File: src/phy_mode_pkg.sv
// constants for the phy link mode configuration block
package phy_mode_pkg;
  // register byte offsets
  localparam logic [7:0] OFS_MODE = 8'h00;
  localparam logic [7:0] OFS_BYPASS = 8'h04;
  localparam logic [7:0] OFS_AUX = 8'h08;
  localparam logic [7:0] OFS_XOVER = 8'h0c;
  localparam logic [7:0] OFS_EXT3 = 8'h10;
  localparam logic [7:0] OFS_EEE = 8'h14;
  localparam logic [7:0] OFS_LADV = 8'h18;
  localparam logic [7:0] OFS_PADV = 8'h1c;
  localparam logic [7:0] OFS_WAKE = 8'h20;
  localparam logic [7:0] OFS_STAT = 8'h24;
  // mode control fields
  localparam int MODE_DUPLEX = 0;
  localparam int MODE_SPD_LO = 1;
  localparam int MODE_AN_EN = 3;
  localparam int MODE_PDOWN = 4;
  localparam logic [4:0] MODE_RST = 5'h0d;
  // bypass control fields
  localparam int BYP_DIS_XOVER = 0;
  localparam int BYP_DIS_POL = 1;
  localparam int BYP_DIS_XFORCED = 2;
  // auxiliary control and status fields
  localparam int AUX_ENH_EN = 0;
  localparam int AUX_MDIX = 1;
  localparam int AUX_CDSWAP = 2;
  localparam int AUX_POL_LO = 3;
  localparam int AUX_SLEEP = 7;
  // extended control 3 fields
  localparam int EXT_IMPAIR_EN = 0;
  localparam int EXT_DS_EN = 1;
  localparam int EXT_DS_CNT_LO = 2;
  localparam int EXT_APPLY = 4;
  localparam logic [3:0] EXT_RST = 4'h6;
  localparam logic [2:0] DS_CNT_BASE = 3'h2;
  // eee control fields
  localparam int EEE_FORCE_GIG = 0;
  localparam int EEE_TEN_TE = 1;
  // low power advertisement bits
  localparam int ADV_100 = 1;
  localparam int ADV_1000 = 2;
  localparam logic [15:0] LADV_RST = 16'h0006;
  // crossover force field codes
  localparam logic [1:0] XF_AUTO = 2'h0;
  localparam logic [1:0] XF_MDI = 2'h2;
  localparam logic [1:0] XF_MDIX = 2'h3;
  // speed codes
  localparam logic [1:0] SPD_10 = 2'h0;
  localparam logic [1:0] SPD_100 = 2'h1;
  localparam logic [1:0] SPD_1000 = 2'h2;
  // suspend state codes
  localparam logic [1:0] SUSP_DEEPEST = 2'h2;
  // wake interval unit and default
  localparam int CLK_PERIOD_NS = 25;
  localparam int WAKE_UNIT_US = 1000;
  localparam logic [7:0] WAKE_RST = 8'h04;
  // axi responses
  localparam logic [1:0] RESP_OKAY = 2'h0;
  localparam logic [1:0] RESP_SLVERR = 2'h2;
endpackage : phy_mode_pkg

File: src/phy_link_mode_config.sv
// phy link mode configuration: crossover, polarity, downshift, eee, power management
//
// Implementation choices: the address map and the AXI4-Lite slave port.
`timescale 1ns/100ps
module phy_link_mode_config
  import phy_mode_pkg::*;
#(
  parameter int TICK_CYC = WAKE_UNIT_US * 1000 / CLK_PERIOD_NS
) (
  // clock and reset
  input wire logic aclk,
  input wire logic aresetn,
  // axi4-lite write address and data
  input wire logic awvalid,
  output logic awready,
  input wire logic [31:0] awaddr,
  input wire logic [2:0] awprot,
  input wire logic wvalid,
  output logic wready,
  input wire logic [31:0] wdata,
  input wire logic [3:0] wstrb,
  // axi4-lite write response
  output logic bvalid,
  input wire logic bready,
  output logic [1:0] bresp,
  // axi4-lite read
  input wire logic arvalid,
  output logic arready,
  input wire logic [31:0] araddr,
  input wire logic [2:0] arprot,
  output logic rvalid,
  input wire logic rready,
  output logic [31:0] rdata,
  output logic [1:0] rresp,
  // line side detection results
  input wire logic signal_detect,
  input wire logic link_up,
  input wire logic xover_detect,
  input wire logic cd_swap_detect,
  input wire logic [3:0] pair_pol_inv,
  input wire logic gig_attempt_fail,
  input wire logic partner_gig_capable,
  input wire logic pairs_cd_present,
  input wire logic [1:0] an_speed,
  input wire logic an_duplex,
  input wire logic [15:0] partner_lowpower_advert,
  // system state
  input wire logic [1:0] suspend_state,
  input wire logic power_event_mode,
  input wire logic nv_enh_default,
  // line side controls
  output logic mdix_sel,
  output logic swap_cd_sel,
  output logic [3:0] pol_correct,
  output logic [1:0] speed_out,
  output logic duplex_out,
  output logic gig_forced,
  output logic adv_1000,
  output logic power_down,
  output logic tx_amp_reduced,
  output logic lpi_enable,
  output logic phy_sleep,
  output logic flp_burst
);

  typedef enum logic [2:0] {
    EP_ACTIVE = 3'b001,
    EP_SLEEP = 3'b010,
    EP_WAKE = 3'b100
  } ep_state_t;

  // software registers
  logic [4:0] mode_r;
  logic [2:0] bypass_r;
  logic enh_en_r;
  logic [1:0] xforce_r;
  logic [3:0] ext3_r;
  logic [1:0] eee_r;
  logic [15:0] ladv_r;
  logic [7:0] wake_r;
  logic nv_loaded_r;
  // bus state
  logic aw_got_r, w_got_r;
  logic [7:0] waddr_r;
  logic [31:0] wdata_r;
  logic [3:0] wstrb_r;
  // block state
  logic [2:0] fail_cnt_r;
  logic downshift_r;
  ep_state_t ep_r;
  logic [31:0] tick_r;
  logic [7:0] units_r;
  // derived combinational values
  logic do_write, wr_hit, rd_take, rd_hit;
  logic [31:0] wmask, rd_val;
  logic [1:0] spd_nxt;
  logic auto_xover, enh_allowed;
  logic [2:0] ds_limit;

  assign do_write = aw_got_r && w_got_r && !bvalid;
  assign rd_take = arvalid && arready;
  assign ds_limit = ext3_r[EXT_DS_CNT_LO +: 2] + DS_CNT_BASE;
  assign enh_allowed = enh_en_r && (suspend_state != SUSP_DEEPEST);

  // byte lane mask from the held strobes
  always_comb begin
    for (int i = 0; i < 4; i++) begin
      wmask[8*i +: 8] = {8{wstrb_r[i]}};
    end
  end

  // write address and data channels, taken in either order
  always_ff @(posedge aclk) begin
    if (!aresetn) begin
      aw_got_r <= 1'b0;
      w_got_r <= 1'b0;
      waddr_r <= 8'h00;
      wdata_r <= 32'h0000_0000;
      wstrb_r <= 4'h0;
    end else begin
      if (awvalid && awready) begin
        aw_got_r <= 1'b1;
        waddr_r <= awaddr[7:0];
      end else if (do_write) begin
        aw_got_r <= 1'b0;
      end
      if (wvalid && wready) begin
        w_got_r <= 1'b1;
        wdata_r <= wdata;
        wstrb_r <= wstrb;
      end else if (do_write) begin
        w_got_r <= 1'b0;
      end
    end
  end

  // ready flags and write response
  always_ff @(posedge aclk) begin
    if (!aresetn) begin
      awready <= 1'b0;
      wready <= 1'b0;
      bvalid <= 1'b0;
      bresp <= RESP_OKAY;
    end else begin
      awready <= !aw_got_r && !(awvalid && awready) && !bvalid && !do_write;
      wready <= !w_got_r && !(wvalid && wready) && !bvalid && !do_write;
      if (do_write) begin
        bvalid <= 1'b1;
        bresp <= wr_hit ? RESP_OKAY : RESP_SLVERR;
      end else if (bready) begin
        bvalid <= 1'b0;
      end
    end
  end

  // address decode for writes
  always_comb begin
    unique case (waddr_r)
      OFS_MODE, OFS_BYPASS, OFS_AUX, OFS_XOVER, OFS_EXT3, OFS_EEE, OFS_LADV, OFS_WAKE: wr_hit = 1'b1;
      default: wr_hit = 1'b0;
    endcase
  end

  // software register writes, byte lanes honoured
  always_ff @(posedge aclk) begin
    if (!aresetn) begin
      mode_r <= MODE_RST;
      bypass_r <= 3'h0;
      xforce_r <= XF_AUTO;
      ext3_r <= EXT_RST;
      eee_r <= 2'h0;
      ladv_r <= LADV_RST;
      wake_r <= WAKE_RST;
    end else if (do_write) begin
      unique case (waddr_r)
        OFS_MODE: mode_r <= (mode_r & ~wmask[4:0]) | (wdata_r[4:0] & wmask[4:0]);
        OFS_BYPASS: bypass_r <= (bypass_r & ~wmask[2:0]) | (wdata_r[2:0] & wmask[2:0]);
        OFS_XOVER: xforce_r <= (xforce_r & ~wmask[1:0]) | (wdata_r[1:0] & wmask[1:0]);
        OFS_EXT3: ext3_r <= (ext3_r & ~wmask[3:0]) | (wdata_r[3:0] & wmask[3:0]);
        OFS_EEE: eee_r <= (eee_r & ~wmask[1:0]) | (wdata_r[1:0] & wmask[1:0]);
        OFS_LADV: ladv_r <= (ladv_r & ~wmask[15:0]) | (wdata_r[15:0] & wmask[15:0]);
        OFS_WAKE: wake_r <= (wake_r & ~wmask[7:0]) | (wdata_r[7:0] & wmask[7:0]);
        default: ;
      endcase
    end
  end

  // enhanced power enable, nonvolatile default loaded once after reset when power_event_mode is set
  always_ff @(posedge aclk) begin
    if (!aresetn) begin
      enh_en_r <= 1'b0;
      nv_loaded_r <= 1'b0;
    end else if (!nv_loaded_r) begin
      nv_loaded_r <= 1'b1;
      enh_en_r <= nv_enh_default && power_event_mode;
    end else if (do_write && waddr_r == OFS_AUX && wstrb_r[0]) begin
      enh_en_r <= wdata_r[AUX_ENH_EN];
    end
  end

  // read value mux
  always_comb begin
    rd_hit = 1'b1;
    rd_val = 32'h0000_0000;
    unique case (araddr[7:0])
      OFS_MODE: rd_val[4:0] = mode_r;
      OFS_BYPASS: rd_val[2:0] = bypass_r;
      OFS_AUX: rd_val[7:0] = {phy_sleep, pol_correct, swap_cd_sel, mdix_sel, enh_en_r};
      OFS_XOVER: rd_val[1:0] = xforce_r;
      OFS_EXT3: rd_val[4:0] = {downshift_r, ext3_r};
      OFS_EEE: rd_val[1:0] = eee_r;
      OFS_LADV: rd_val[15:0] = ladv_r;
      OFS_PADV: rd_val[15:0] = partner_lowpower_advert;
      OFS_WAKE: rd_val[7:0] = wake_r;
      OFS_STAT: rd_val[5:0] = {downshift_r, lpi_enable, link_up, duplex_out, speed_out};
      default: rd_hit = 1'b0;
    endcase
  end

  // read channel
  always_ff @(posedge aclk) begin
    if (!aresetn) begin
      arready <= 1'b0;
      rvalid <= 1'b0;
      rdata <= 32'h0000_0000;
      rresp <= RESP_OKAY;
    end else begin
      arready <= !rvalid && !rd_take;
      if (rd_take) begin
        rvalid <= 1'b1;
        rdata <= rd_val;
        rresp <= rd_hit ? RESP_OKAY : RESP_SLVERR;
      end else if (rready) begin
        rvalid <= 1'b0;
      end
    end
  end

  // speed and duplex selection
  always_comb begin
    if (eee_r[EEE_FORCE_GIG] && mode_r[MODE_SPD_LO +: 2] == SPD_1000) begin
      spd_nxt = SPD_1000;
    end else if (!mode_r[MODE_AN_EN]) begin
      spd_nxt = mode_r[MODE_SPD_LO +: 2];
    end else begin
      spd_nxt = an_speed;
    end
  end

  always_ff @(posedge aclk) begin
    if (!aresetn) begin
      speed_out <= SPD_10;
      duplex_out <= 1'b0;
      gig_forced <= 1'b0;
      power_down <= 1'b0;
    end else begin
      // forced gigabit test mode, no master/slave setup
      gig_forced <= eee_r[EEE_FORCE_GIG] && mode_r[MODE_SPD_LO +: 2] == SPD_1000;
      // fixed speed and duplex with autoneg off
      speed_out <= spd_nxt;
      duplex_out <= mode_r[MODE_AN_EN] ? an_duplex : mode_r[MODE_DUPLEX];
      power_down <= mode_r[MODE_PDOWN];
    end
  end

  // crossover source: auto unless disabled by bypass bits
  always_comb begin
    // bypass bits decide with field at 00b or 01b
    auto_xover = !bypass_r[BYP_DIS_XOVER] &&
                 !(bypass_r[BYP_DIS_XFORCED] && !mode_r[MODE_AN_EN] && spd_nxt != SPD_1000);
  end

  always_ff @(posedge aclk) begin
    if (!aresetn) begin
      mdix_sel <= 1'b0;
      swap_cd_sel <= 1'b0;
      pol_correct <= 4'h0;
    end else begin
      if (xforce_r == XF_MDI) begin
        mdix_sel <= 1'b0;
        swap_cd_sel <= 1'b0;
      end else if (xforce_r == XF_MDIX) begin
        mdix_sel <= 1'b1;
        swap_cd_sel <= 1'b0;
      end else begin
        mdix_sel <= auto_xover && xover_detect;
        swap_cd_sel <= auto_xover && cd_swap_detect;
      end
      pol_correct <= bypass_r[BYP_DIS_POL] ? 4'h0 : pair_pol_inv;
    end
  end

  // downshift after failed gigabit attempts
  always_ff @(posedge aclk) begin
    if (!aresetn) begin
      fail_cnt_r <= 3'h0;
      downshift_r <= 1'b0;
    end else begin
      // counter clears on link or disable
      if (link_up || !ext3_r[EXT_DS_EN]) begin
        fail_cnt_r <= 3'h0;
      end else if (gig_attempt_fail && !downshift_r) begin
        fail_cnt_r <= fail_cnt_r + 3'h1;
      end
      if (partner_gig_capable && pairs_cd_present) begin
        downshift_r <= 1'b0;
      end else if (ext3_r[EXT_IMPAIR_EN] && !pairs_cd_present) begin
        downshift_r <= 1'b1;
      end else if (ext3_r[EXT_DS_EN] && gig_attempt_fail && !link_up && fail_cnt_r + 3'h1 >= ds_limit) begin
        downshift_r <= 1'b1;
      end
    end
  end

  // gigabit advertisement and low power outputs
  always_ff @(posedge aclk) begin
    if (!aresetn) begin
      adv_1000 <= 1'b0;
      tx_amp_reduced <= 1'b0;
      lpi_enable <= 1'b0;
    end else begin
      adv_1000 <= !downshift_r;
      tx_amp_reduced <= eee_r[EEE_TEN_TE] && spd_nxt == SPD_10;
      // lpi only at 100 or 1000
      lpi_enable <= link_up && !mode_r[MODE_PDOWN] &&
                    ((spd_nxt == SPD_100 && ladv_r[ADV_100] && partner_lowpower_advert[ADV_100]) ||
                     (spd_nxt == SPD_1000 && ladv_r[ADV_1000] && partner_lowpower_advert[ADV_1000]));
    end
  end

  // enhanced power state machine
  always_ff @(posedge aclk) begin
    if (!aresetn) begin
      ep_r <= EP_ACTIVE;
      tick_r <= 32'h0000_0000;
      units_r <= 8'h00;
      phy_sleep <= 1'b0;
      flp_burst <= 1'b0;
    end else begin
      flp_burst <= 1'b0;
      unique case (ep_r)
        EP_ACTIVE: begin
          tick_r <= 32'h0000_0000;
          units_r <= 8'h00;
          // sleep on no signal, not in deepest suspend
          if (enh_allowed && !signal_detect) begin
            ep_r <= EP_SLEEP;
            phy_sleep <= 1'b1;
          end
        end
        EP_SLEEP: begin
          if (!enh_allowed || signal_detect) begin
            ep_r <= EP_ACTIVE;
            phy_sleep <= 1'b0;
          end else if (tick_r == 32'(TICK_CYC - 1)) begin
            tick_r <= 32'h0000_0000;
            if (units_r + 8'h01 >= wake_r) begin
              units_r <= 8'h00;
              ep_r <= EP_WAKE;
              flp_burst <= 1'b1;
            end else begin
              units_r <= units_r + 8'h01;
            end
          end else begin
            tick_r <= tick_r + 32'h0000_0001;
          end
        end
        EP_WAKE: begin
          ep_r <= (!enh_allowed || signal_detect) ? EP_ACTIVE : EP_SLEEP;
          phy_sleep <= enh_allowed && !signal_detect;
        end
        default: ep_r <= EP_ACTIVE;
      endcase
    end
  end

  // checks
  a_force_gig_speed: assert property (@(posedge aclk) disable iff (!aresetn)
    eee_r[EEE_FORCE_GIG] && mode_r[MODE_SPD_LO +: 2] == SPD_1000 |=> speed_out == SPD_1000 && gig_forced)
    else $error("forced gigabit not applied");
  a_xover_force_mdix: assert property (@(posedge aclk) disable iff (!aresetn)
    xforce_r == XF_MDIX |=> mdix_sel && !swap_cd_sel)
    else $error("forced mdi-x not applied");
  a_xover_disabled: assert property (@(posedge aclk) disable iff (!aresetn)
    xforce_r == XF_AUTO && bypass_r[BYP_DIS_XOVER] |=> !mdix_sel)
    else $error("disabled crossover still switching");
  a_pol_follow: assert property (@(posedge aclk) disable iff (!aresetn)
    !bypass_r[BYP_DIS_POL] |=> pol_correct == $past(pair_pol_inv))
    else $error("polarity correction wrong");
  a_downshift_drop: assert property (@(posedge aclk) disable iff (!aresetn)
    downshift_r |=> !adv_1000)
    else $error("gigabit still advertised after downshift");
  a_downshift_exit: assert property (@(posedge aclk) disable iff (!aresetn)
    partner_gig_capable && pairs_cd_present |=> !downshift_r ##1 adv_1000)
    else $error("downshift not left for gigabit partner");
  a_lpi_speed: assert property (@(posedge aclk) disable iff (!aresetn)
    lpi_enable |-> $past(spd_nxt) != SPD_10 && $past(link_up))
    else $error("lpi outside 100/1000");
  a_power_down: assert property (@(posedge aclk) disable iff (!aresetn)
    mode_r[MODE_PDOWN] |=> power_down && !lpi_enable)
    else $error("power down not applied");
  a_sleep_deepest: assert property (@(posedge aclk) disable iff (!aresetn)
    suspend_state == SUSP_DEEPEST |=> !phy_sleep)
    else $error("enhanced sleep in deepest suspend");
  a_burst_sleeping: assert property (@(posedge aclk) disable iff (!aresetn)
    flp_burst |-> phy_sleep ##1 !flp_burst)
    else $error("burst outside sleep");
  a_bresp_hold: assert property (@(posedge aclk) disable iff (!aresetn)
    bvalid && !bready |=> bvalid && $stable(bresp))
    else $error("write response dropped");

  c_downshift: cover property (@(posedge aclk) disable iff (!aresetn) $rose(downshift_r));
  c_burst: cover property (@(posedge aclk) disable iff (!aresetn) flp_burst);
  c_force_mdix: cover property (@(posedge aclk) disable iff (!aresetn) $rose(mdix_sel));
  c_lpi: cover property (@(posedge aclk) disable iff (!aresetn) $rose(lpi_enable));

endmodule : phy_link_mode_config

File: config.mk
export PLATFORM = sky130hd
export DESIGN_NAME = phy_link_mode_config
export DESIGN_NICKNAME = d
export VERILOG_FILES = /design/src/phy_mode_pkg.sv /design/src/phy_link_mode_config.sv
export SDC_FILE = /design/constraint.sdc
export NUM_CORES = 1
export LEC_CHECK = 0
export ABC_AREA = 1
export BUFFER_PORTS_ARGS = -buffer_cell sky130_fd_sc_hd__buf_2
export CORE_UTILIZATION = 25
export CTS_CLUSTER_DIAMETER = 30
export DETAILED_ROUTE_END_ITERATION = 6
export GPL_TIMING_DRIVEN = 0
export PLACE_DENSITY_LB_ADDON = 0.05
export SYNTH_ARGS = -nofsm -noshare
export SYNTH_HDL_FRONTEND = slang
export SYNTH_SLANG_ARGS = --single-unit
export TNS_END_PERCENT = 50
File: constraint.sdc
create_clock -name aclk -period 2.1 [get_ports aclk]
set_input_delay 0.105 -clock aclk [delete_from_list [all_inputs] [get_ports aclk]]
set_output_delay 0.105 -clock aclk [all_outputs]
set_load 0.01 [all_outputs]
After elaboration in Yosys (flattened, before gate mapping). Cells that the tools add are included.

Flip-flop bits (word level): 158. Bits in latches: 0. RAM bits: 0. Memory bits (read-only): 0. Input bits: 147. Output and inout port bits: 57. Memories kept: 0.

$add $sub $neg: 4. Multiply operators: 0. Divide/modulo/power cells: 0. $lt $le $gt $ge: 2. Equality and inequality tests: 34. Shifts and indexed selects: 0. Multiplexer cells: 43. Bitwise gates (word level): 29. Reduce and logical (&&, ||, !) cells: 86.

Operator list (count): two-way mux 32 bit (2); case mux 32 bit (2 select lines) (1); == test 8 x 5 -> 1 bit, second input constant (7); logical AND 1 bit (36); adder 32 x 1 -> 32 bit, second input constant (1); AND 16 bit (2); == test 32 x 16 -> 1 bit, second input constant (1); == test 8 x 4 -> 1 bit, second input constant (4); case mux 8 bit (2 select lines) (2); == test 8 x 6 -> 1 bit, second input constant (3); two-way mux 8 bit (3); case mux 2 bit (10 select lines) (1); two-way mux 1 bit (19); zero test 1 bit (18); AND 8 bit (2); == test 8 x 3 -> 1 bit, second input constant (2); zero test 8 bit (2); NOT 16 bit (1); bitwise OR 16 bit (1); AND reduction 2 bit (8); case mux 2 bit (7 select lines) (1); two-way mux 3 bit (4); != test 2 bit, second input constant (6); nonzero test 2 bit (6); 42 further kinds (65).

Longest topological paths before layout. Gate-level depths: netlist of run 1.

Word-level depth: 9. Gate-level depth with buffers: 14. Depth with buffers taken out: 14.

Least setup slack after synthesis of run 1. OpenSTA, ideal clock, no wires.

Path kind: reg2reg. From: reg units_r[0]. To: reg units_r[6]. Setup time: 64 ps. Arrival: 2054 ps. Path slack: -18 ps. Cell stages (with the launch flop): 14. Path buffers: 0. Cell sequence: dfxtp_1 > ha_1 > nand3_1 > nand3b_1 > xor2_1 > inv_1 > ha_1 > nand2_1 > nor2_1 > nor2_1 > nand3_1 > nor2_1 > nor2_2 > nor2_1.

Longest elaborated chain between the ends: 6.

Ends and longest elaborated chain: start, declared (line phy_link_mode_config.sv:92) `logic [7:0] units_r;`; start signal, assigned (line phy_link_mode_config.sv:362) `units_r <= units_r + 8'h01;`; adder 8 x 1 -> 8 bit * (line phy_link_mode_config.sv:357, phy_link_mode_config.sv:362); >= comparator 8 bit (line phy_link_mode_config.sv:357) `if (units_r + 8'h01 >= wake_r) begin`; two-way mux 8 bit * (line phy_link_mode_config.sv:357); two-way mux 8 bit * (line phy_link_mode_config.sv:355) `end else if (tick_r == 32'(TICK_CYC - 1)) begin`; two-way mux 8 bit * (line phy_link_mode_config.sv:352) `if (!enh_allowed || signal_detect) begin`; case mux 8 bit (2 select lines) * (line phy_link_mode_config.sv:341) `unique case (ep_r)`.

Mark *: on every way between the ends. The rest lies on a longest branch, timed or not. The select of a mux whose other input is x is not followed. A chain may end at the register's enable or synchronous reset.

Worst setup path in the final report of run 1.
From: reg units_r[3]. To: reg units_r[3].

The elaborated chain is that of the path after synthesis.

==> metrics.md, run 1 <==
| Metric | Value |
|---|---|
| Status | `finished clean` |
| Finished Core Util | `between 30 and 40%` |
| Finished Cell Area | `approximately 10000 um2` |
| CP Cell Sequence | `nand2_1 -> nor2_1 -> nand3_1 -> nand2_1 -> inv_1 -> ha_1 -> a21o_1 -> nor2_4 -> nand3_4 -> nor2_2 -> nor2_2 -> nor2_1` |
| Largest cells by area after synthesis | `dfxtp_1 39%, nand2_1 13%, nor2_1 8.8%, nand3_1 5.8%, inv_1 5.2%` |
| I/O pins | `around 200` |
| Ys async rst share | `0%` |
| Synth Cell Area | `about 8000 um2` |
| Xor/xnor share of the synthesized area | `1.64%` |
| Row count | `65` |
| CTS buffer count | `17` |
| Mux contribution to synthesized area | `0%` |
| Initial antenna violation count | `2` |
| Area Growth Syn to Fin | `28.8%` |
| Vias per Instance | `roughly 4.4` |
| Slowest stage cell on the critical path | `dfxtp_4` |
| Max cap viols | `0` |
| Slew HR | `between 40% and 50%` |
| CP Max Fanout | `6` |
| Met2 usage | `between 20% and 30%` |
| Max Slew Vio Count | `0` |
| Final number of setup-violating endpoints | `0` |
| Placed Instance Area | `approximately 9000 um2` |
| I/O Buffers | `between 100 and 150` |
| Clk sinks | `156` |
| Worst r2r path cells | `12` |
| GPL Wtd Cong | `~0.79` |
| Main combinational cell family by area after synthesis | `simple AND/OR/NAND/NOR gates` |
| Worst EP arrival | `2.45 ns` |
| Latest clock arrival within the worst-skew pair | `0.45 ns` |
| Syn avg cell area | `~6.8 um2` |
| Final min period | `~2.1 ns` |
| Core area | `between 30000 and 40000 um2` |
| Vias | `~8000` |
| RSZ-0062 raised after global routing | `yes` |
| DR iter-0 viols | `approximately 460` |
| Clock slew at reported path FFs | `0.07 ns` |
| # DRC | `0` |
| Initial Util | `between 20% and 30%` |
| Gr usage total | `17.9%` |
| Gr busiest metal | `met2` |
| Synth area leader | `dfxtp_1` |
| Simple-gate share of the synthesized area | `about a third` |
| Cell count along the critical path | `12` |
| Hold crit path type | `in2reg` |
| Max Clock Freq | `483 MHz` |
| Post-synth EDFFs | `0` |
| CP Buf/Inv Count | `1` |
| First drt pass iteration count | `7` |
| Post-synthesis compound-gate area fraction | `around 12%` |
| Power Dens Cells | `about 660 nW/um2` |
| Top FF cell, synth | `dfxtp_1` |
| Critical path startpoint category | `flip-flop` |
| Die Span X | `181 um` |
| Delay-heaviest family, CP | `simple AND/OR/NAND/NOR gates` |
| Final worst-path cycle share | `about 99%` |
| WP data required | `about 2.5 ns` |
| Peak supply drop | `approximately 0.54 mV` |
| Post-synthesis register bit count | `156` |
| Most common cell after layout, fill and taps aside | `nand2_1` |
| Worst Hold Path Cells | `5` |
| Yosys Warn Count | `0` |
| GRT met3 Usage | `3.51%` |
| Met1 Track Usage GR | `approximately a quarter` |
| Leak Pwr | `0.00443 uW` |
| Fill cells | `~3500` |
| Grt total ovfl | `0` |
| Yosys top cell area share | `~40%` |
| Worst slew pin tran | `0.895 ns` |
| HPWL Detailed | `around 22 mm` |
| CP Capture Type | `flip-flop` |
| Sequential cell area | `3140 um2` |
| Clock Path Buffers | `2` |
| Clk root buf | `clkbuf_16` |
| Die area | `between 30000 and 40000 um2` |
| First-pass GRT wire length | `about 44 mm` |
| Synth Area in Adders | `about 2.2%` |
| Layout cells sized above 1 | `between 10% and 20%` |
| Die H | `around 180 um` |
| Largest stage delay on the critical path | `roughly 0.39 ns` |
| Average wire per cell in the routed design | `15.9 um` |
| H-tree Lvls | `4` |
| Remaining antenna violation count | `0` |
| Path type of the worst setup path | `reg2reg` |
| Worst Clk Skew | `0.0135 ns` |
| Gate Count Post-Synth | `around 1200` |
| Area occupied by multi-input gates | `between 4000 and 5000 um2` |
| Most frequent cells in the layout | `273 x nand2_1, 178 x nor2_1, 150 x dfxtp_1` |
| Largest net degree at the start of global routing | `17` |
| Cell variety after synth | `42` |
| Sequential fraction of the synthesis area | `between 30% and 40%` |
| TritonCTS clock tree | `built` |
| Fin. Hold Viols | `0` |
| Vias in the first global route | `approximately 7600` |
| Total Wirelength | `about 29 mm` |
| # nets final | `around 1500` |
## layer usage
metal,vias to the layer above,wire length [um]
met2,168,11800
met1,3589,15100
met5,-,13
met4,2,393
met3,24,1140
li1,4177,-
## stage by stage
stage                     hold slack (ns)  instances  setup TNS [ns]  power (uW)  worst slack (ns)
after floorplan                     0.133       1194               0        3520            0.0479
after global placement              0.264       1709           -3.45        3800            -0.430
after detailed placement            0.257       1709           -3.04        3800            -0.381
after CTS                         0.00354       1789          -0.135        6880           -0.0405
after global routing               0.0307       1789          -0.905        7090            -0.117
final                              0.0114       1790               0        6800            0.0281
## repair_timing
item / CTS / global route
gates cloned: 0 / 0
resized for setup: 19 / 21
endpoints found under the setup margin: 11 / 11
pin swaps: 10 / 11
hold buffers: 45 / 0
endpoints found under the hold margin: 41 / 0
setup buffers: 3 / 0
## synthesized netlist by cell type, types with 2 or more instances
cell type and number:
a211oi_1 8, a21oi_1 73, buf_12 2, buf_2 7, buf_4 20, buf_6 4, clkbuf_1 19, dfxtp_1 156
ha_1 14, inv_1 110, inv_2 5, nand2_1 277, nand2_2 14, nand2_4 2, nand3_1 92, nand3_2 2
nand4_1 19, nor2_1 188, nor2_2 20, nor2_4 4, nor3_1 10, nor3_2 5, nor4_1 4, o211ai_1 17
o21ai_0 68, o21ai_1 6, o21bai_1 3, xnor2_1 4, xor2_1 11
## where the power goes
| part | internal, uW | total (uW) | switching, uW |
|---|---|---|---|
| Combinational | 278 | 705 | 428 |
| Clock | 1570 | 2990 | 1420 |
| Sequential | 3040 | 3100 | 61.3 |
| Total | 4890 | 6800 | 1910 |
## worst register-to-register path: stages, from the launching register on
cell,delay (ns)
dfxtp_4,0.39
nand2_1,0.07
nor2_1,0.14
nand3_1,0.09
nand2_1,0.11
inv_1,0.05
ha_1,0.32
a21o_1,0.22
nor2_4,0.19
nand3_4,0.16
nor2_2,0.13
nor2_2,0.05
nor2_1,0.08
## layout make-up
cell class                 count  area share [%]
antenna                        1          0.0243
multi-input combinational    868            41.5
buffer                        53            3.35
clock inverter                13            1.06
clock buffer                  19            4.30
inverter                     117            4.28
tap                          402            4.88
timing repair buffer         161            10.1
sequential                   156            30.5
## cells by family (layout without fill, tap and decap cells)
kind of cell,after synthesis,after routing
other,1,19
AO/OA/AOI/OAI,180,180
flip-flops,156,156
buffers and inverters,170,363
XOR/XNOR,15,15
AND/OR/NAND/NOR,641,641
adder cells (fa/ha/maj),14,14
## worst paths after layout
| check | from | endpoint | slack [ns] |
|---|---|---|---|
| max | units_r[3] | units_r[3] | 0.03 |
| min | partner_lowpower_advert[10] | rdata[10] | 0.01 |
| max reg2reg | units_r[3] | units_r[3] | 0.03 |
| min reg2reg | downshift_r | adv_1000 | 0.45 |
Power figures use the tool's default switching activity.
==> run 2: changes to the inputs <==
Clock period 2.1 ns to 2 ns, I/O delays scaled along.
==> metrics.md, run 2 (same netlist as run 1, synthesis figures left out) <==
| Metric | Value |
|---|---|
| Status | `finished with violations (was finished clean)` |
| Failing checks | `negative setup slack` |
| Final number of setup-violating endpoints | `11 (was 0)` |
| Worst Clk Skew | `0.0186 ns (was 0.0135 ns)` |
| Die Span X | `181 um (unchanged)` |
| First-pass GRT wire length | `43.6 mm (was 44.2 mm)` |
| Area Growth Syn to Fin | `30.3% (was 28.8%)` |
| WP data required | `2.29 ns (was 2.48 ns)` |
| HPWL Detailed | `21.7 mm (was 21.8 mm)` |
| Clk sinks | `156 (unchanged)` |
| First drt pass iteration count | `4 (was 7)` |
| # nets final | `1539 (was 1535)` |
| Setup TNS | `-1.17 ns (was 0 ns)` |
| Fill cells | `3471 (was 3492)` |
| Final min period | `2.16 ns (was 2.07 ns)` |
| Worst slew pin tran | `0.852 ns (was 0.895 ns)` |
| I/O Buffers | `113 (unchanged)` |
| Final worst-path cycle share | `108% (was 98.7%)` |
| Placed insts | `1709 (unchanged)` |
| Initial antenna violation count | `0 (was 2)` |
| I/O pins | `204 (unchanged)` |
| Average wire per cell in the routed design | `15.8 um (was 15.9 um)` |
| Most frequent cells in the layout | `273 x nand2_1, 179 x nor2_1, 149 x dfxtp_1 (was 273 x nand2_1, 178 x nor2_1, 150 x dfxtp_1)` |
| Core area | `31500 um2 (unchanged)` |
| Path type of the worst setup path | `reg2reg (unchanged)` |
| Vias | `7955 (was 7960)` |
| CTS buffer count | `17 (unchanged)` |
| Sequential cell area | `3140 um2 (about the same)` |
| DR iter-0 viols | `426 (was 461)` |
| Max cap viols | `0 (unchanged)` |
| CP Capture Type | `flip-flop (unchanged)` |
| Initial Util | `25.4% (unchanged)` |
| Clock Path Buffers | `2 (unchanged)` |
| # DRC | `0 (unchanged)` |
| Slew HR | `43.2% (was 40.3%)` |
| Grt total ovfl | `0 (unchanged)` |
| Hold crit path type | `in2reg (unchanged)` |
| Vias in the first global route | `7622 (was 7614)` |
| Leak Pwr | `0.00449 uW (was 0.00443 uW)` |
| GPL Wtd Cong | `0.816 (was 0.795)` |
| Max Clock Freq | `462 MHz (was 483 MHz)` |
| Vias per Instance | `4.44 (was 4.45)` |
| Gr usage total | `17.5% (was 17.9%)` |
| Row count | `65 (unchanged)` |
| Layout cells sized above 1 | `19.5% (was 19.1%)` |
| Total Wirelength | `28.3 mm (was 28.5 mm)` |
| H-tree Lvls | `4 (unchanged)` |
| Die H | `181 um (unchanged)` |
| TritonCTS clock tree | `built (unchanged)` |
| Place WS | `-0.389 ns (was -0.381 ns)` |
| RSZ-0062 raised after global routing | `yes (unchanged)` |
| Final Hold Slack | `0.0185 ns (was 0.0114 ns)` |
| ANT cells | `0 (was 1)` |
| Clk root buf | `clkbuf_16 (unchanged)` |
| Final std cells w/o fill | `1792 (was 1790)` |
| Power Dens Cells | `715 nW/um2 (was 660 nW/um2)` |
| Largest net degree at the start of global routing | `17 (unchanged)` |
| Most common cell after layout, fill and taps aside | `nand2_1 (unchanged)` |
| Area occupied by multi-input gates | `4310 um2 (was 4280 um2)` |
| Worst setup margin | `-0.162 ns (was 0.0281 ns)` |
| Clock slew at reported path FFs | `0.07 ns (about the same)` |
| Fin. Hold Viols | `0 (unchanged)` |
| Latest clock arrival within the worst-skew pair | `0.45 ns (about the same)` |
| Die area | `32700 um2 (unchanged)` |
| Worst EP arrival | `2.45 ns (about the same)` |
| Peak supply drop | `0.563 mV (was 0.539 mV)` |
| Remaining antenna violation count | `0 (unchanged)` |
| Critical path startpoint category | `flip-flop (unchanged)` |
| CP Max Fanout | `5 (was 6)` |
| Max Slew Vio Count | `0 (unchanged)` |
run 2: cell count changes in the layout (fill, tap and decap cells not counted), sizes merged, moves of 2 or more:
| cell | previous run | this run |
|---|---|---|
| buf | 150 | 153 |
| bufinv | 0 | 3 |
| clkbuf | 38 | 36 |
| clkinv | 7 | 5 |
run 2: timing repair:
action / in CTS / in global routing
hold buffers: 46 / 0
resized for setup: 13 / 28
hold endpoints to repair: 42 / 0
buffers inserted: 5 / 1
setup endpoints to repair: 11 / 32
pin swaps: 15 / 16
run 2: metrics by stage:
| stage | utilization, % | power [uW] | instance area [um2] |
|---|---|---|---|
| detailed placement | 29.1 | 3990 | 9150 |
| global placement | 29.1 | 3990 | 9150 |
| global route | 33.1 | 7780 | 10400 |
| finish | 33.1 | 7450 | 10400 |
| CTS | 32.7 | 7580 | 10300 |
| floorplan | - | 3700 | 8080 |
run 2: power by group:
group | total [uW] | switching (uW) | internal, uW | leakage (uW)
Sequential | 3260 | 63.3 | 3190 | 0.00127
Combinational | 749 | 450 | 298 | 0.00292
Clock | 3450 | 1460 | 1990 | 0.000293
run 2: layout make-up:
cell class	count	area share (%)
Sequential cell	156	30.1
Multi-Input combinational cell	868	41.4
Clock buffer	17	4.08
Timing Repair Buffer	165	10.3
Buffer	53	3.31
Clock inverter	14	1.75
Tap cell	402	4.83
Inverter	117	4.23
run 2: metal layers:
| metal | global-route usage, % | part of all wire, % | routed length (um) |
|---|---|---|---|
| met5 | 0 | 0 | 0 |
| met4 | 5.03 | 1.0 | 297 |
| met3 | 2.60 | 3.2 | 909 |
| met2 | 26.4 | 42 | 12000 |
| met1 | 25.6 | 53 | 15100 |
run 2: path summary, 6_finish.rpt:
| check | start | end | slack [ns] | depth (start not counted) |
|---|---|---|---|---|
| setup / recovery | units_r[1] | ep_r[1] | -0.16 | 14 |
| hold reg to reg | aw_got_r | awready | 0.45 | 1 |
| hold / removal | link_up | downshift_r | 0.02 | 4 |
| setup reg to reg | units_r[1] | ep_r[1] | -0.16 | 14 |
run 2: critical path, stage by stage (launching register included):
cell,delay (ns)
dfxtp_4,0.37
ha_4,0.14
nand3_2,0.08
nand3b_1,0.21
xor2_2,0.23
inv_2,0.07
ha_4,0.27
nand2_4,0.06
nor2_4,0.12
nor2_4,0.07
buf_4,0.14
nand2_4,0.07
nand3_2,0.07
nand2_2,0.07
a21oi_2,0.04
==> run 3: changes to the inputs <==
Settings changed: REMOVE_ABC_BUFFERS set to 1.
==> metrics.md, run 3 (same netlist as run 1, synthesis figures left out) <==
| Metric | Value |
|---|---|
| Sequential cell area | `3130 um2 (was 3140 um2)` |
| Remaining antenna violation count | `0 (unchanged)` |
| RSZ-0062 raised after global routing | `yes (unchanged)` |
| First-pass GRT wire length | `41.4 mm (was 43.6 mm)` |
| Final std cells w/o fill | `1752 (was 1792)` |
| Latest clock arrival within the worst-skew pair | `0.44 ns (was 0.45 ns)` |
| Final number of setup-violating endpoints | `9 (was 11)` |
| Layout cells sized above 1 | `18.0% (was 19.5%)` |
| Clk sinks | `156 (unchanged)` |
| WP data required | `2.37 ns (was 2.29 ns)` |
| Place WS | `-0.550 ns (was -0.389 ns)` |
| Vias per Instance | `4.42 (was 4.44)` |
| Finished Cell Area | `10200 um2 (was 10400 um2)` |
| Fill cells | `3492 (was 3471)` |
| Worst setup margin | `-0.114 ns (was -0.162 ns)` |
| Path type of the worst setup path | `reg2reg (unchanged)` |
| CTS buffer count | `17 (unchanged)` |
| Row count | `65 (unchanged)` |
| TritonCTS clock tree | `built (unchanged)` |
| Final worst-path cycle share | `106% (was 108%)` |
| Peak supply drop | `0.520 mV (was 0.563 mV)` |
| H-tree Lvls | `4 (unchanged)` |
| Clock Path Buffers | `2 (unchanged)` |
| Clk root buf | `clkbuf_16 (unchanged)` |
| I/O Buffers | `113 (unchanged)` |
| Slew HR | `21.9% (was 43.2%)` |
| Most frequent cells in the layout | `272 x nand2_1, 179 x nor2_1, 151 x dfxtp_1 (was 273 x nand2_1, 179 x nor2_1, 149 x dfxtp_1)` |
| Hold crit path type | `in2reg (unchanged)` |
| Total Wirelength | `26.1 mm (was 28.3 mm)` |
| Worst slew pin tran | `1.17 ns (was 0.852 ns)` |
| Worst Clk Skew | `0.00862 ns (was 0.0186 ns)` |
| CP Max Fanout | `4 (was 5)` |
| Power Dens Cells | `698 nW/um2 (was 715 nW/um2)` |
| Die area | `32700 um2 (unchanged)` |
| Status | `finished with violations (unchanged)` |
| Vias in the first global route | `7326 (was 7622)` |
| Power Total | `7100 uW (was 7450 uW)` |
| HPWL Detailed | `18.8 mm (was 21.7 mm)` |
| Placed Instance Area | `8830 um2 (was 9150 um2)` |
| Grt total ovfl | `0 (unchanged)` |
| # DRC | `2 (was 0)` |
| Initial antenna violation count | `0 (unchanged)` |
| First drt pass iteration count | `7 (was 4)` |
| I/O pins | `204 (unchanged)` |
| Setup TNS | `-0.717 ns (was -1.17 ns)` |
| Final min period | `2.11 ns (was 2.16 ns)` |
| Fin. Hold Viols | `0 (unchanged)` |
| Average wire per cell in the routed design | `14.9 um (was 15.8 um)` |
| Core area | `31500 um2 (unchanged)` |
| Leak Pwr | `0.00431 uW (was 0.00449 uW)` |
| Vias | `7738 (was 7955)` |
| Initial Util | `25.4% (unchanged)` |
| Cell Int Power | `5180 uW (was 5480 uW)` |
| Failing checks | `design-rule violations, negative setup slack (was negative setup slack)` |
| Clock group share of total power | `44.3% (was 46.3%)` |
| Critical path startpoint category | `flip-flop (unchanged)` |
| DR iter-0 viols | `406 (was 426)` |
| Area occupied by multi-input gates | `4320 um2 (was 4310 um2)` |
| Worst EP arrival | `2.48 ns (was 2.45 ns)` |
| CP Capture Type | `flip-flop (unchanged)` |
| Gr usage total | `16.4% (was 17.5%)` |
| Die H | `181 um (unchanged)` |
| Placed insts | `1658 (was 1709)` |
| Max Clock Freq | `473 MHz (was 462 MHz)` |
| Most common cell after layout, fill and taps aside | `nand2_1 (unchanged)` |
| Max cap viols | `0 (unchanged)` |
| # nets final | `1498 (was 1539)` |
| Area Growth Syn to Fin | `27.3% (was 30.3%)` |
| Clock slew at reported path FFs | `0.06 ns (was 0.07 ns)` |
| R2R Setup Slk | `-0.11 ns (was -0.16 ns)` |
| Switching share of power | `27.1% (was 26.5%)` |
| P_sw | `1920 uW (was 1980 uW)` |
| GPL Wtd Cong | `0.815 (was 0.816)` |
| Die Span X | `181 um (unchanged)` |
| Comb power frac | `9.9% (was 10.0%)` |
| Largest net degree at the start of global routing | `81 (was 17)` |
| Max Slew Vio Count | `0 (unchanged)` |
| ANT cells | `0 (unchanged)` |
| Seq pwr share | `45.8% (was 43.7%)` |
-- run 3: worst max-delay path, cell delays in order (launching register included) --
cell	delay, ns
dfxtp_4	0.36
ha_4	0.14
nand3_4	0.08
nand3b_1	0.21
xor2_2	0.20
inv_2	0.06
ha_4	0.15
a21o_1	0.20
nor2_4	0.21
buf_6	0.13
nand4_1	0.08
nand3_1	0.08
nand2_1	0.05
nor2_1	0.10
-- run 3: per-stage QoR --
stage               hold slack (ns)  util, %
global route                 0.0232     32.3
detailed placement            0.319     28.1
finish                       0.0183     32.3
floorplan                     0.128        -
CTS                         0.00264     32.0
global placement              0.322     27.9
-- run 3: final timing paths --
kind,start,to,cells past startpoint
max reg2reg,units_r[0],units_r[0],13
min reg2reg,downshift_r,adv_1000,1
min,partner_lowpower_advert[15],rdata[15],5
max,units_r[0],units_r[0],13
-- run 3: routing by layer --
layer	up-vias	part of all wire [%]	track usage [%]
met1	3473	50	22.2
met5	-	0	0
met2	143	46	26.6
met4	0	1.5	5.23
li1	4096	-	-
met3	26	3.1	2.50
-- run 3: what timing repair did --
action,CTS,global route
resized for setup,23,27
endpoints found under the hold margin,44,0
buffers inserted,6,0
hold buffers,56,0
setup endpoints to repair,65,29
pin swaps,24,19
-- run 3: cell type report --
class,instances,area share [%]
inverter,117,4.41
multi-input combinational,868,42.4
sequential,156,30.8
clock buffer,17,4.18
timing repair buffer,177,12.0
tap,402,4.94
clock inverter,15,1.23
-- run 3: power groups by stage --
stage	combinational, uW	clock, uW	sequential [uW]
2_1_floorplan	307	0	3320
3_3_place_gp	587	0	3330
3_5_place_dp	598	0	3330
4_1_cts	699	3250	3260
5_1_grt	790	3390	3260
6_report	701	3150	3260
